## src/inc/tmr2_pkg.sv

```systemverilog
package tmr2_pkg;
    // Register indices on the plain register port
    localparam logic [2:0] ADDR_CONTROL = 3'h0;
    localparam logic [2:0] ADDR_COUNT_LOW = 3'h1;
    localparam logic [2:0] ADDR_COUNT_HIGH = 3'h2;
    localparam logic [2:0] ADDR_RELOAD_LOW = 3'h3;
    localparam logic [2:0] ADDR_RELOAD_HIGH = 3'h4;
    localparam logic [2:0] ADDR_MODE = 3'h5;
    // Control register bit positions
    localparam int BIT_OVF = 7;
    localparam int BIT_EXT_EVENT = 6;
    localparam int BIT_RX_BAUD = 5;
    localparam int BIT_TX_BAUD = 4;
    localparam int BIT_EXT_TRIG = 3;
    localparam int BIT_RUN = 2;
    localparam int BIT_COUNTER_SEL = 1;
    localparam int BIT_CAPTURE_SEL = 0;
    // Mode register bit positions
    localparam int BIT_DOWN_EN = 0;
    localparam int BIT_SIX_CLK = 1;
    // Reset values and count limit
    localparam logic [7:0] CONTROL_RESET = 8'h00;
    localparam logic [7:0] MODE_RESET = 8'h00;
    localparam logic [15:0] COUNT_MAX = 16'hffff;
    // Oscillator periods per tick
    localparam logic [3:0] DIV_TIMER_SIX = 4'h6;
    localparam logic [3:0] DIV_TIMER_TWELVE = 4'hc;
    localparam logic [3:0] DIV_BAUD_SIX = 4'h1;
    localparam logic [3:0] DIV_BAUD_TWELVE = 4'h2;
    // Operating modes
    typedef enum logic [1:0] {
        TMR2_MODE_RELOAD = 2'b00,
        TMR2_MODE_CAPTURE = 2'b01,
        TMR2_MODE_BAUD = 2'b10
    } tmr2_mode_t;
endpackage

```

## src/rtl/tmr2_timer.sv

```systemverilog
`timescale 1ns/1ps
// Notes on behaviour
// - Sixteen-bit counter of low and high byte; counter_select picks timer or events.
// - Timer ticks once per machine cycle: every 6 or 12 oscillator periods.
// - Counter operation advances on each falling edge of the count input.
// - Three modes: capture, auto-reload up or down, baud-rate generation.
// - Counting only while run_control is 1; clearing it holds the count.
// - Capture mode without trigger: plain timer, overflow sets ovf_flag.
// - Capture with trigger: trigger fall copies count to reload, sets ext_event_flag.
// - Capture mode never reloads; counting continues after a capture.
// - Both flags share one interrupt request, ext_event_flag only while down_count_enable is 0; software reads both.
// - down_count_enable resets to 0, so auto-reload counts up.
// - Up auto-reload: overflow past ffff sets ovf_flag and loads reload value.
// - Up auto-reload with trigger: trigger fall reloads and sets ext_event_flag.
// - Down enabled, trigger high: count up, overflow sets flag and reloads.
// - Down enabled, trigger low: count down; at reload value set flag, load ffff.
// - Down enabled: ext_event_flag toggles each wrap and requests no interrupt.
// - ovf_flag is bit 7, sticky, never set when a baud select is 1.
// - rx_baud_select routes this counter's overflows to the receive clock.
// - tx_baud_select routes this counter's overflows to the transmit clock.
// - ext_trigger_enable gates trigger events in every mode, serial port clocking included.
// - Baud mode ticks every 1 or 2 oscillator periods, reloads on rollover.
// - Baud mode trigger fall sets ext_event_flag without any reload.
module tmr2_timer (
    // Clock and reset
    input wire logic clk_in,
    input wire logic rst_n_in,
    // Register port
    input wire logic [2:0] addr_in,
    input wire logic [7:0] wdata_in,
    input wire logic wr_in,
    input wire logic rd_in,
    output logic [7:0] rdata_out,
    // Pins
    input wire logic count_input_pin_in,
    input wire logic trigger_pin_in,
    // Serial port and interrupt side
    input wire logic timer1_ovf_in,
    output logic rx_baud_tick_out,
    output logic tx_baud_tick_out,
    output logic irq_out
);
    // Complete state of the block
    typedef struct packed {
        logic [1:0] cnt_sync;
        logic [1:0] trg_sync;
        logic cnt_prev;
        logic trg_prev;
        logic [3:0] div;
        logic [15:0] count;
        logic [15:0] reload;
        logic [7:0] control;
        logic [7:0] mode;
        logic [7:0] rdata;
        logic wrap_pulse;
    } tmr2_state_t;

    tmr2_state_t st;
    tmr2_state_t next_st;

    tmr2_pkg::tmr2_mode_t op_mode;
    logic baud_sel;
    logic down_en;
    logic six_clk;
    logic [3:0] div_len;
    logic cnt_fall;
    logic trg_fall;
    logic trg_level;
    logic tick;
    logic wrap;
    logic trig_ok;
    logic [7:0] read_mux;

    // Mode decode
    always_comb begin
        baud_sel = st.control[tmr2_pkg::BIT_RX_BAUD] | st.control[tmr2_pkg::BIT_TX_BAUD];
        down_en = st.mode[tmr2_pkg::BIT_DOWN_EN];
        six_clk = st.mode[tmr2_pkg::BIT_SIX_CLK];
        if (baud_sel) begin
            op_mode = tmr2_pkg::TMR2_MODE_BAUD;
        end else if (st.control[tmr2_pkg::BIT_CAPTURE_SEL]) begin
            op_mode = tmr2_pkg::TMR2_MODE_CAPTURE;
        end else begin
            op_mode = tmr2_pkg::TMR2_MODE_RELOAD;
        end
    end

    // Pin edges from the second synchroniser stage
    assign cnt_fall = st.cnt_prev & ~st.cnt_sync[1];
    assign trg_fall = st.trg_prev & ~st.trg_sync[1];
    assign trg_level = st.trg_sync[1];

    // Tick source: divided clock or count pin falling edge
    always_comb begin
        if (op_mode == tmr2_pkg::TMR2_MODE_BAUD) begin
            div_len = six_clk ? tmr2_pkg::DIV_BAUD_SIX : tmr2_pkg::DIV_BAUD_TWELVE;
        end else begin
            div_len = six_clk ? tmr2_pkg::DIV_TIMER_SIX : tmr2_pkg::DIV_TIMER_TWELVE;
        end
        if (!st.control[tmr2_pkg::BIT_RUN]) begin
            tick = 1'b0;
        end else if (st.control[tmr2_pkg::BIT_COUNTER_SEL]) begin
            tick = cnt_fall;
        end else begin
            tick = (st.div >= div_len - 4'h1);
        end
    end

    // Wrap condition: overflow, or underflow when counting down
    always_comb begin
        if (op_mode == tmr2_pkg::TMR2_MODE_RELOAD && down_en && !trg_level) begin
            wrap = tick && (st.count == st.reload);
        end else begin
            wrap = tick && (st.count == tmr2_pkg::COUNT_MAX);
        end
        trig_ok = st.control[tmr2_pkg::BIT_EXT_TRIG] && trg_fall;
    end

    // Read data selection
    always_comb begin
        unique case (addr_in)
            tmr2_pkg::ADDR_CONTROL: read_mux = st.control;
            tmr2_pkg::ADDR_COUNT_LOW: read_mux = st.count[7:0];
            tmr2_pkg::ADDR_COUNT_HIGH: read_mux = st.count[15:8];
            tmr2_pkg::ADDR_RELOAD_LOW: read_mux = st.reload[7:0];
            tmr2_pkg::ADDR_RELOAD_HIGH: read_mux = st.reload[15:8];
            tmr2_pkg::ADDR_MODE: read_mux = st.mode;
            default: read_mux = 8'h00;
        endcase
    end

    // Next state
    always_comb begin
        next_st = st;
        next_st.cnt_sync = {st.cnt_sync[0], count_input_pin_in};
        next_st.trg_sync = {st.trg_sync[0], trigger_pin_in};
        next_st.cnt_prev = st.cnt_sync[1];
        next_st.trg_prev = st.trg_sync[1];
        next_st.rdata = rd_in ? read_mux : 8'h00;
        next_st.wrap_pulse = 1'b0;
        // Machine-cycle divider runs freely
        if (st.div >= div_len - 4'h1) begin
            next_st.div = 4'h0;
        end else begin
            next_st.div = st.div + 4'h1;
        end
        // Software writes; hardware events below take priority
        if (wr_in) begin
            unique case (addr_in)
                tmr2_pkg::ADDR_CONTROL: next_st.control = wdata_in;
                tmr2_pkg::ADDR_COUNT_LOW: next_st.count[7:0] = wdata_in;
                tmr2_pkg::ADDR_COUNT_HIGH: next_st.count[15:8] = wdata_in;
                tmr2_pkg::ADDR_RELOAD_LOW: next_st.reload[7:0] = wdata_in;
                tmr2_pkg::ADDR_RELOAD_HIGH: next_st.reload[15:8] = wdata_in;
                tmr2_pkg::ADDR_MODE: next_st.mode = wdata_in & 8'h03;
                default: ;
            endcase
        end
        // Counting per mode
        if (tick) begin
            unique case (op_mode)
                tmr2_pkg::TMR2_MODE_CAPTURE: begin
                    next_st.count = st.count + 16'h0001;
                end
                tmr2_pkg::TMR2_MODE_BAUD: begin
                    next_st.count = wrap ? st.reload : st.count + 16'h0001;
                end
                tmr2_pkg::TMR2_MODE_RELOAD: begin
                    if (down_en && !trg_level) begin
                        next_st.count = wrap ? tmr2_pkg::COUNT_MAX : st.count - 16'h0001;
                    end else begin
                        next_st.count = wrap ? st.reload : st.count + 16'h0001;
                    end
                end
                default: ;
            endcase
        end
        if (wrap) begin
            next_st.wrap_pulse = 1'b1;
            if (!baud_sel) begin
                next_st.control[tmr2_pkg::BIT_OVF] = 1'b1;
            end
            if (op_mode == tmr2_pkg::TMR2_MODE_RELOAD && down_en) begin
                next_st.control[tmr2_pkg::BIT_EXT_EVENT] = ~st.control[tmr2_pkg::BIT_EXT_EVENT];
            end
        end
        // Trigger pin events
        if (trig_ok) begin
            unique case (op_mode)
                tmr2_pkg::TMR2_MODE_CAPTURE: begin
                    next_st.reload = st.count;
                    next_st.control[tmr2_pkg::BIT_EXT_EVENT] = 1'b1;
                end
                tmr2_pkg::TMR2_MODE_RELOAD: begin
                    if (!down_en) begin
                        next_st.count = st.reload;
                        next_st.control[tmr2_pkg::BIT_EXT_EVENT] = 1'b1;
                    end
                end
                tmr2_pkg::TMR2_MODE_BAUD: begin
                    next_st.control[tmr2_pkg::BIT_EXT_EVENT] = 1'b1;
                end
                default: ;
            endcase
        end
    end

    // State register
    always_ff @(posedge clk_in or negedge rst_n_in) begin
        if (!rst_n_in) begin
            st <= '0;
            st.control <= tmr2_pkg::CONTROL_RESET;
            st.mode <= tmr2_pkg::MODE_RESET;
        end else begin
            st <= next_st;
        end
    end

    // Outputs
    assign rdata_out = st.rdata;
    assign irq_out = st.control[tmr2_pkg::BIT_OVF] |
        (st.control[tmr2_pkg::BIT_EXT_EVENT] & ~st.mode[tmr2_pkg::BIT_DOWN_EN]);
    assign rx_baud_tick_out = st.control[tmr2_pkg::BIT_RX_BAUD] ?
        st.wrap_pulse : timer1_ovf_in;
    assign tx_baud_tick_out = st.control[tmr2_pkg::BIT_TX_BAUD] ?
        st.wrap_pulse : timer1_ovf_in;
endmodule // tmr2_timer

```

## config.mk

```make
export PLATFORM = sky130hd
export DESIGN_NAME = tmr2_timer
export DESIGN_NICKNAME = d
export VERILOG_FILES = /design/src/inc/tmr2_pkg.sv /design/src/rtl/tmr2_timer.sv
export SDC_FILE = /design/constraint.sdc
export NUM_CORES = 1
export LEC_CHECK = 0
export BUFFER_PORTS_ARGS = -buffer_cell sky130_fd_sc_hd__buf_2
export CORE_ASPECT_RATIO = 0.75
export CORE_MARGIN = 2
export CORE_UTILIZATION = 50
export CTS_CLUSTER_SIZE = 40
export DETAILED_ROUTE_END_ITERATION = 7
export PLACE_DENSITY = 0.69
export SLEW_MARGIN = 20
export SYNTH_ARGS = -nofsm -noshare
export SYNTH_HDL_FRONTEND = slang
export SYNTH_SLANG_ARGS = --single-unit
```

## constraint.sdc

```tcl
create_clock -name clk_in -period 8 [get_ports clk_in]
set_input_delay 0.4 -clock clk_in [delete_from_list [all_inputs] [get_ports clk_in]]
set_output_delay 0.4 -clock clk_in [all_outputs]
set_load 0.01 [all_outputs]
```

==> results.txt, run 1 <==
sequential area share after synthesis -> 30.9%
count of final setup violators -> 0
total core area -> 0.00962 mm2
routed length per instance -> 23.4 um
grt peak-use layer -> met1
crit-path max cell delay -> 680 ps
max_cap viols -> 0
Fmax -> 0.256 GHz
Leak Pwr -> 2.10 nW
commonest non-fill, non-tap cell in the layout -> dfrtp_1
share of cells above drive strength 1 -> 15.9%
GR Util met2 -> 44.7%
hpwl dp -> 11.4 mm
Total Neg Setup Slack -> 0 ps
Slew Limit Fails -> 0
CTS tree -> yes
Hold Path Class -> input pin to register
Seq. cell area -> 0.00153 mm2
vias in the first global route -> 4,378
slew margin rel. -> 36.9%
critical path endpoint category -> register
Clock Skews -> 4.92 ps
antenna cell count -> 0
WP data arrival -> 4100 ps
Initial Util -> 51.4%
area grow syn2layout -> 7.16%
mapped cell area -> 0.00494 mm2
Synth cell types -> 53
Crit path required time -> 8200 ps
CTS Sinks -> 61
worst vdd rail ir drop -> 0.188 mV
antenna-violating nets left -> 0
Post-Syn Nets -> 603
Nets -> 588
CP max FO -> 24
num rows -> 31
final wirelength -> 16.3 mm
I/O Buffers -> 28
CP Launch Type -> register
total track usage -> 31.4%
CTS Hold Buffers Added -> 0
Syn Area/Cell -> 8.55 um2
crit path cell chain -> or2_2 -> nand2_1 -> ha_1 -> nand2b_1 -> a21o_1 -> a21o_1 -> a211oi_1 -> or4_2 -> mux2_2 -> o221ai_1 -> a21oi_1
worst slew pin tran -> 947 ps
clk buf depth -> 2
Filler cells -> 941
number of synthesized flops with an enable pin -> 0
# IOs -> 29
Post-Synthesis Cells -> 578
status -> finished, final reports clean
multi-input logic area -> 0.00309 mm2
GP Congestion -> 1.12
met3 Track Usage GR -> 10.0%
total grt overflow -> 0
CTS buffer count -> 9
via count -> 4,538
Clk Latency, worst-skew pair -> 330 ps
Root Buffer -> clkbuf_16
Most used DFF post-synth -> dfrtp_1
post-route cell area -> 0.00530 mm2
largest net degree at the start of global routing -> 62
DR DRC count -> 0
# resized after CTS -> 0
CP dominant cell by count -> a21o_1
die area -> 0.0107 mm2
routing usage on met1 -> 45.4%
CP Class -> register to register
dpl cell area -> 0.00501 mm2
asr flop ratio synth -> 100%
initial antenna violation count -> 0
routed vias/inst -> 6.49
slowest CP cell -> or4_2
RSZ-0062 raised after global routing -> false
Initial DRT Pass Iterations -> 5
CTS HTree Levels -> 3
first-pass GRT wire length -> 25.7 mm
register bit total from synthesis -> 61
crit share post-route -> 48.8%
most frequent cells in the layout -> 61 x dfrtp_1, 52 x a21oi_1, 51 x nand2_1, 44 x mux2i_1, 40 x nor2_1
power density cells -> 358 mW/mm2
clk slew on worst S/H paths -> 50 ps
Die Y -> 90.1 um
minimum clock period -> 3900 ps
DRT iter0 DRCs -> 529
Syn. warnings -> 0
die width -> 119 um
Fin. Hold Viols -> 0
Post-CTS Setup Inserts -> 0
[final timing paths]
| kind | startpoint | to | slack [ps] | cells past startpoint |
|---|---|---|---|---|
| max reg2reg | st[21] | st[44] | 4100 | 11 |
| min in group asynchronous | rst_n_in | next_st[66] | 230 | 2 |
| min reg2reg | next_st[66] | next_st[62] | 350 | 0 |
| min | trigger_pin_in | next_st[64] | 170 | 1 |
| max | st[21] | st[44] | 4100 | 11 |
| max in group asynchronous | rst_n_in | st[44] | 7230 | 2 |
[synthesized netlist by cell type (7+ instances only)]
cell type | number | area [um2]
ha_1 | 7 | 87.6
o22ai_1 | 17 | 106
mux2i_1 | 44 | 440
and2_1 | 7 | 43.8
nor2_1 | 40 | 150
mux2_4 | 7 | 105
o21ai_0 | 28 | 140
clkbuf_1 | 30 | 113
nor4bb_1 | 8 | 80.1
buf_1 | 14 | 52.6
nand4_1 | 9 | 56.3
nand3_1 | 11 | 55.1
nor3_1 | 11 | 55.1
xor2_1 | 12 | 105
or3_1 | 7 | 43.8
buf_4 | 15 | 113
nand2_1 | 51 | 191
nor2b_1 | 7 | 43.8
dfrtp_1 | 61 | 1530
a21oi_1 | 52 | 260
mux2_2 | 14 | 158
a31oi_1 | 9 | 56.3
xnor2_1 | 24 | 210
inv_1 | 10 | 37.5
a211oi_1 | 13 | 97.6
a221oi_1 | 11 | 96.3
[sequential cells by signal, summed over array words and instances, names as in the netlist]
name / count
st: 47
down_en: 1
next_st: 4
rdata_out: 8
six_clk: 1
[where the power goes]
group          internal [W]  leakage, nW  total [W]  switching (W)
Combinational      0.000369         1.24   0.000778       0.000408
Sequential         0.000408        0.724   0.000745       0.000337
Clock              0.000237        0.138   0.000372       0.000135
Total               0.00101         2.10    0.00189       0.000880
[routing by layer]
layer | wire, um | part of all wire (%)
met1 | 7400 | 45
met2 | 6850 | 42
met3 | 1760 | 11
met4 | 317 | 1.9
met5 | 0 | 0
[layout make-up]
type | count | share of cell area, %
inverter | 10 | 0.709
multi-input combinational | 445 | 58.3
tap | 132 | 3.12
timing repair buffer | 36 | 3.78
clock buffer | 10 | 4.32
sequential | 61 | 28.8
clock inverter | 5 | 0.992
[metrics by stage]
stage                     total power [W]  setup slack [ps]  std cells  hold slack, ps  utilization, %
final                             0.00189              4100        699             172            55.1
after global routing              0.00200              3920        699             165            55.1
after CTS                         0.00186              3780        699             165            55.1
after floorplan                   0.00124              4880        578             104               -
after global placement            0.00147              3830        684             340            52.1
after detailed placement          0.00148              3800        684             345            52.1
[worst max-delay path: cells and delay by family (launching register included)]
kind | cells | cell delay, ps
AO/OA/AOI/OAI | 5 | 1240
adder cells (fa/ha/maj) | 1 | 210
flip-flops | 1 | 510
AND/OR/NAND/NOR | 4 | 1360
multiplexers | 1 | 420
[kinds of logic (layout without fill, tap and decap cells)]
group / after synthesis / after routing / synth area share (%)
multiplexers: 65 / 65 / 14.2
adder cells (fa/ha/maj): 7 / 7 / 1.77
AO/OA/AOI/OAI: 161 / 161 / 21.5
XOR/XNOR: 36 / 36 / 6.38
flip-flops: 61 / 61 / 30.9
AND/OR/NAND/NOR: 176 / 176 / 18.4
buffers and inverters: 72 / 61 / 6.81
Power figures use the tool's default switching activity.
==> run 2: changes to the inputs <==
--- a/config.mk
+++ b/config.mk
@@ -11,7 +11,7 @@
 export CORE_UTILIZATION = 50
 export CTS_CLUSTER_SIZE = 40
 export DETAILED_ROUTE_END_ITERATION = 7
-export PLACE_DENSITY = 0.69
+export PLACE_DENSITY = 0.71
 export SLEW_MARGIN = 20
 export SYNTH_ARGS = -nofsm -noshare
 export SYNTH_HDL_FRONTEND = slang
==> constraint.sdc (replaced) <==
create_clock -name clk_in -period 3.46 [get_ports clk_in]
set_input_delay 0.173 -clock clk_in [delete_from_list [all_inputs] [get_ports clk_in]]
set_output_delay 0.173 -clock clk_in [all_outputs]
set_load 0.01 [all_outputs]
==> run 2 against run 1 <==
Effect of this change:
- the run now ends with negative hold slack left
- non-clock buffer count rose by 30
- sequential power rose by 91%
- hold slack got worse by 180 ps
- first-iteration DRC count rose by 9.6%
- largest cell class unchanged
==> results.txt, run 2 (same netlist as run 1, synthesis figures left out) <==
first-pass GRT wire length -> 26.0 mm
GP Congestion -> 0.974
DRT iter0 DRCs -> 580
Initial Util -> 51.4%
Clock Skews -> 10.9 ps
antenna-violating nets left -> 0
area grow syn2layout -> 12.6%
routed vias/inst -> 6.68
worst vdd rail ir drop -> 0.458 mV
CTS buffer count -> 9
CTS Hold Buffers Added -> 2
# resized after CTS -> 0
clk buf depth -> 2
WHS -> -8.27 ps
num rows -> 31
clock share of power -> 20.1%
Fmax -> 0.303 GHz
commonest non-fill, non-tap cell in the layout -> dfrtp_1
vias in the first global route -> 4,414
power density cells -> 837 mW/mm2
sw frac -> 45.4%
Filler cells -> 883
worst slew pin tran -> 973 ps
Post-CTS Setup Inserts -> 0
failing checks -> negative hold slack
total grt overflow -> 0
sequential share of power -> 30.4%
Leak Pwr -> 2.26 nW
CTS Sinks -> 61
clk slew on worst S/H paths -> 60 ps
CP Launch Type -> register
Pint -> 0.00255 W
Fin. Hold Viols -> 12
Util after Layout -> 57.9%
CP Class -> register to register
WP data arrival -> 3470 ps
Initial DRT Pass Iterations -> 5
hpwl dp -> 12.0 mm
Slew Limit Fails -> 0
final wirelength -> 16.9 mm
Crit path required time -> 3630 ps
RSZ-0062 raised after global routing -> false
Clk Latency, worst-skew pair -> 340 ps
total track usage -> 31.9%
share of cells above drive strength 1 -> 19.9%
# IOs -> 29
total core area -> 0.00962 mm2
CTS tree -> yes
Root Buffer -> clkbuf_16
crit share post-route -> 95.3%
Die Y -> 90.1 um
count of final setup violators -> 0
die area -> 0.0107 mm2
most frequent cells in the layout -> 61 x dfrtp_1, 52 x a21oi_1, 51 x nand2_1, 44 x mux2i_1, 40 x nor2_1
status -> complete, but fails checks
critical path endpoint category -> register
Gate power share -> 49.6%
Largest Register -> st
Power Total -> 0.00466 W
I/O Buffers -> 28
P_sw -> 0.00211 W
max_cap viols -> 0
DR DRC count -> 0
Total Neg Setup Slack -> 0 ps
Largest register FFs -> 47
slew margin rel. -> 35.1%
routed length per instance -> 23.2 um
Nets -> 618
die width -> 119 um
CTS HTree Levels -> 3
Hold Path Class -> input pin to asynchronous set/reset pin
largest net degree at the start of global routing -> 44
via count -> 4,875
CP max FO -> 24
minimum clock period -> 3300 ps
initial antenna violation count -> 0
antenna cell count -> 0
run 2: cell count changes in the layout (fill, tap and decap cells not counted):
cell | previous run | this run
or4_2 | 1 | 0
clkinv_2 | 3 | 1
buf_12 | 0 | 1
clkinv_4 | 0 | 2
buf_4 | 8 | 35
clkbuf_1 | 1 | 0
dlygate4sd3_1 | 0 | 2
or4_1 | 2 | 3
inv_6 | 0 | 2
clkinvlp_4 | 1 | 0
clkbuf_8 | 0 | 1
run 2: final timing paths:
| kind | depth (start not counted) | from | to | slack [ps] |
|---|---|---|---|---|
| min in group clk_in | 2 | rd_in | rdata_out[2] | 140 |
| min reg2reg | 0 | next_st[66] | next_st[62] | 350 |
| min | 1 | rst_n_in | st[32] | -8 |
| max reg2reg | 12 | st[22] | st[52] | 160 |
| max in group asynchronous | 2 | rst_n_in | st[29] | 2630 |
| max | 12 | st[22] | st[52] | 160 |
run 2: final cells by class:
type	count	area, um2	share of cell area, %
Tap cell	132	165	2.97
Inverter	10	37.5	0.674
Sequential cell	61	1530	27.4
Timing Repair Buffer	66	443	7.96
Clock inverter	6	70.1	1.26
Multi-Input combinational cell	445	3090	55.4
Clock buffer	10	239	4.29
run 2: worst max-delay path, stage by stage (launching register included):
cell      delay (ps)
dfrtp_1          470
or2_2            380
nand2_1          100
ha_1             220
nand2b_1         140
a21o_1           170
a21o_1           180
a211oi_1         300
or4_1            210
buf_12           210
nor3_1            70
a211o_1          280
a211oi_1         420
run 2: per-stage QoR:
stage / hold slack [ps] / cell area, um2 / cells / worst slack, ps
after floorplan: -123 / 4940 / 578 / 339
after detailed placement: 283 / 5240 / 712 / 278
final: -8.27 / 5570 / 730 / 163
after CTS: 31.9 / 5570 / 730 / 268
after global placement: 281 / 5240 / 712 / 325
after global routing: 74.4 / 5570 / 730 / 7.32
run 2: metal layers:
layer	vias to the layer above	track usage (%)	share of wire, %
li1	2133	-	-
met1	2341	45.9	44
met2	333	44.6	41
met3	68	10.3	12
met4	0	11.0	3.4
met5	-	0	0
run 2: power groups by stage:
| stage | Clock (W) | Sequential [W] | Combinational [W] |
|---|---|---|---|
| after floorplan | 0 | 0.00114 | 0.00174 |
| after global placement | 0 | 0.00139 | 0.00217 |
| after detailed placement | 0 | 0.00139 | 0.00222 |
| after CTS | 0.000946 | 0.00138 | 0.00224 |
| after global routing | 0.000975 | 0.00143 | 0.00249 |
| final | 0.000935 | 0.00142 | 0.00231 |
==> run 3: changes to the inputs <==
--- a/config.mk
+++ b/config.mk
@@ -11,7 +11,8 @@
 export CORE_UTILIZATION = 50
 export CTS_CLUSTER_SIZE = 40
 export DETAILED_ROUTE_END_ITERATION = 7
-export PLACE_DENSITY = 0.71
+export PLACE_DENSITY = 0.76
+export SETUP_SLACK_MARGIN = 0.02
 export SLEW_MARGIN = 20
 export SYNTH_ARGS = -nofsm -noshare
 export SYNTH_HDL_FRONTEND = slang
==> run 3 against run 2 <==
Effect of this change:
- the run now ends clean
- hold slack improved by 170 ps
- core utilization rose by 0.10 points
- setup slack improved by 100 ps
- critical path depth did not move
- sequential share of layout area is essentially flat
- final area increased by 0.18%
- first-iteration DRC count is 32% higher
- global-route usage rose by 1.2 points
- non-clock buffer count up 3
- combinational power decreased by 2%
- critical path type unchanged
- highest routed layer unchanged
==> results.txt, run 3 (same netlist as run 1, synthesis figures left out) <==
CP Class -> register to register
via count -> 4,851
CP max FO -> 14
routed length per instance -> 23.8 um
total track usage -> 33.2%
Hold Path Class -> input pin to register
Clock Skews -> 9.41 ps
worst vdd rail ir drop -> 0.358 mV
Largest Register -> st
CP dominant cell by count -> a21o_1
Total Neg Setup Slack -> 0 ps
RSZ-0062 raised after global routing -> false
Root Buffer -> clkbuf_16
crit-path max cell delay -> 490 ps
commonest non-fill, non-tap cell in the layout -> dfrtp_1
hpwl dp -> 12.3 mm
critical path endpoint category -> register
max_cap viols -> 0
CTS HTree Levels -> 3
Crit path required time -> 3670 ps
Place WS -> 310 ps
antenna-violating nets left -> 0
count of final setup violators -> 0
Slew Limit Fails -> 0
vias in the first global route -> 4,508
initial antenna violation count -> 2
crit share post-route -> 92.3%
largest net degree at the start of global routing -> 44
Nets -> 621
Fmax -> 0.313 GHz
Leak Pwr -> 2.26 nW
Util after Layout -> 58.0%
I/O Buffers -> 28
status -> finished, final reports clean
clk slew on worst S/H paths -> 60 ps
CTS Sinks -> 61
first-pass GRT wire length -> 27.0 mm
antenna cell count -> 0
Non-Filler Instances -> 733
final wirelength -> 17.4 mm
Placed Cells incl. Taps -> 714
GP Congestion -> 1.05
routed vias/inst -> 6.62
WP data arrival -> 3410 ps
share of cells above drive strength 1 -> 19.8%
minimum clock period -> 3200 ps
# IOs -> 29
CP Launch Type -> register
total grt overflow -> 0
total core area -> 0.00962 mm2
Setup WS post-layout -> 265 ps
DR DRC count -> 0
delay-heaviest family, CP -> compound AO/OA/AOI/OAI gates
area grow syn2layout -> 12.8%
Fin. Hold Viols -> 0
most frequent cells in the layout -> 61 x dfrtp_1, 52 x a21oi_1, 51 x nand2_1, 44 x mux2i_1, 40 x nor2_1
slowest CP cell -> dfrtp_1
CTS buffer count -> 9
die width -> 119 um
Post-CTS Setup Inserts -> 0
Die Y -> 90.1 um
Clk Latency, worst-skew pair -> 340 ps
Initial DRT Pass Iterations -> 7
CP bufs+invs -> 1
num rows -> 31
die area -> 0.0107 mm2
worst slew pin tran -> 686 ps
Initial Util -> 51.4%
DRT iter0 DRCs -> 767
clk buf depth -> 2
power density cells -> 835 mW/mm2
crit path cell chain -> or2_2 -> nand2_1 -> ha_1 -> nand2b_1 -> a21o_1 -> a21o_1 -> a211oi_1 -> or4_1 -> buf_4 -> mux2_2 -> o221ai_1 -> a21oi_1
CTS tree -> yes
Largest register FFs -> 47
slew margin rel. -> 53.1%
run 3: path summary, 6_finish.rpt:
kind	slack [ps]	cells after the start	to	start
max in group asynchronous	2390	3	st[60]	rst_n_in
max reg2reg	260	12	st[46]	st[21]
min reg2reg	340	0	next_st[62]	next_st[66]
min	170	2	rdata_out[1]	rd_in
max	260	12	st[46]	st[21]
min in group asynchronous	390	2	next_st[64]	rst_n_in
run 3: routing by layer:
layer / share of wire, % / wire [um] / global-route usage, %
met5: 0 / 0 / 0
met4: 2.2 / 387 / 10.7
met3: 14 / 2470 / 13.3
met2: 41 / 7170 / 45.1
met1: 43 / 7420 / 47.4
run 3: cell type report:
type | instances | area [um2]
well taps | 132 | 165
multi-input cells | 445 | 3090
clock buffers | 13 | 260
flip-flops and latches | 61 | 1530
clock inverters | 3 | 43.8
fillers | 904 | 4040
repair buffers | 69 | 458
inverters | 10 | 37.5
run 3: repair_timing:
| action | 4_1_cts | 5_1_grt |
|---|---|---|
| hold endpoints to repair | 2 | 42 |
| resized for setup | 0 | 0 |
| hold buffers | 2 | 1 |
run 3: stage by stage:
step,cell area (um2),hold slack (ps),total power (W)
finish,5580,165,0.00466
global route,5580,168,0.00491
CTS,5560,51.5,0.00456
detailed placement,5240,283,0.00362
global placement,5240,282,0.00359
floorplan,4940,-123,0.00288
run 3: where the power goes:
part           switching, W  internal [W]  total, W
Sequential         0.000515      0.000950   0.00146
Clock              0.000334      0.000597  0.000931
Combinational       0.00126       0.00100   0.00226
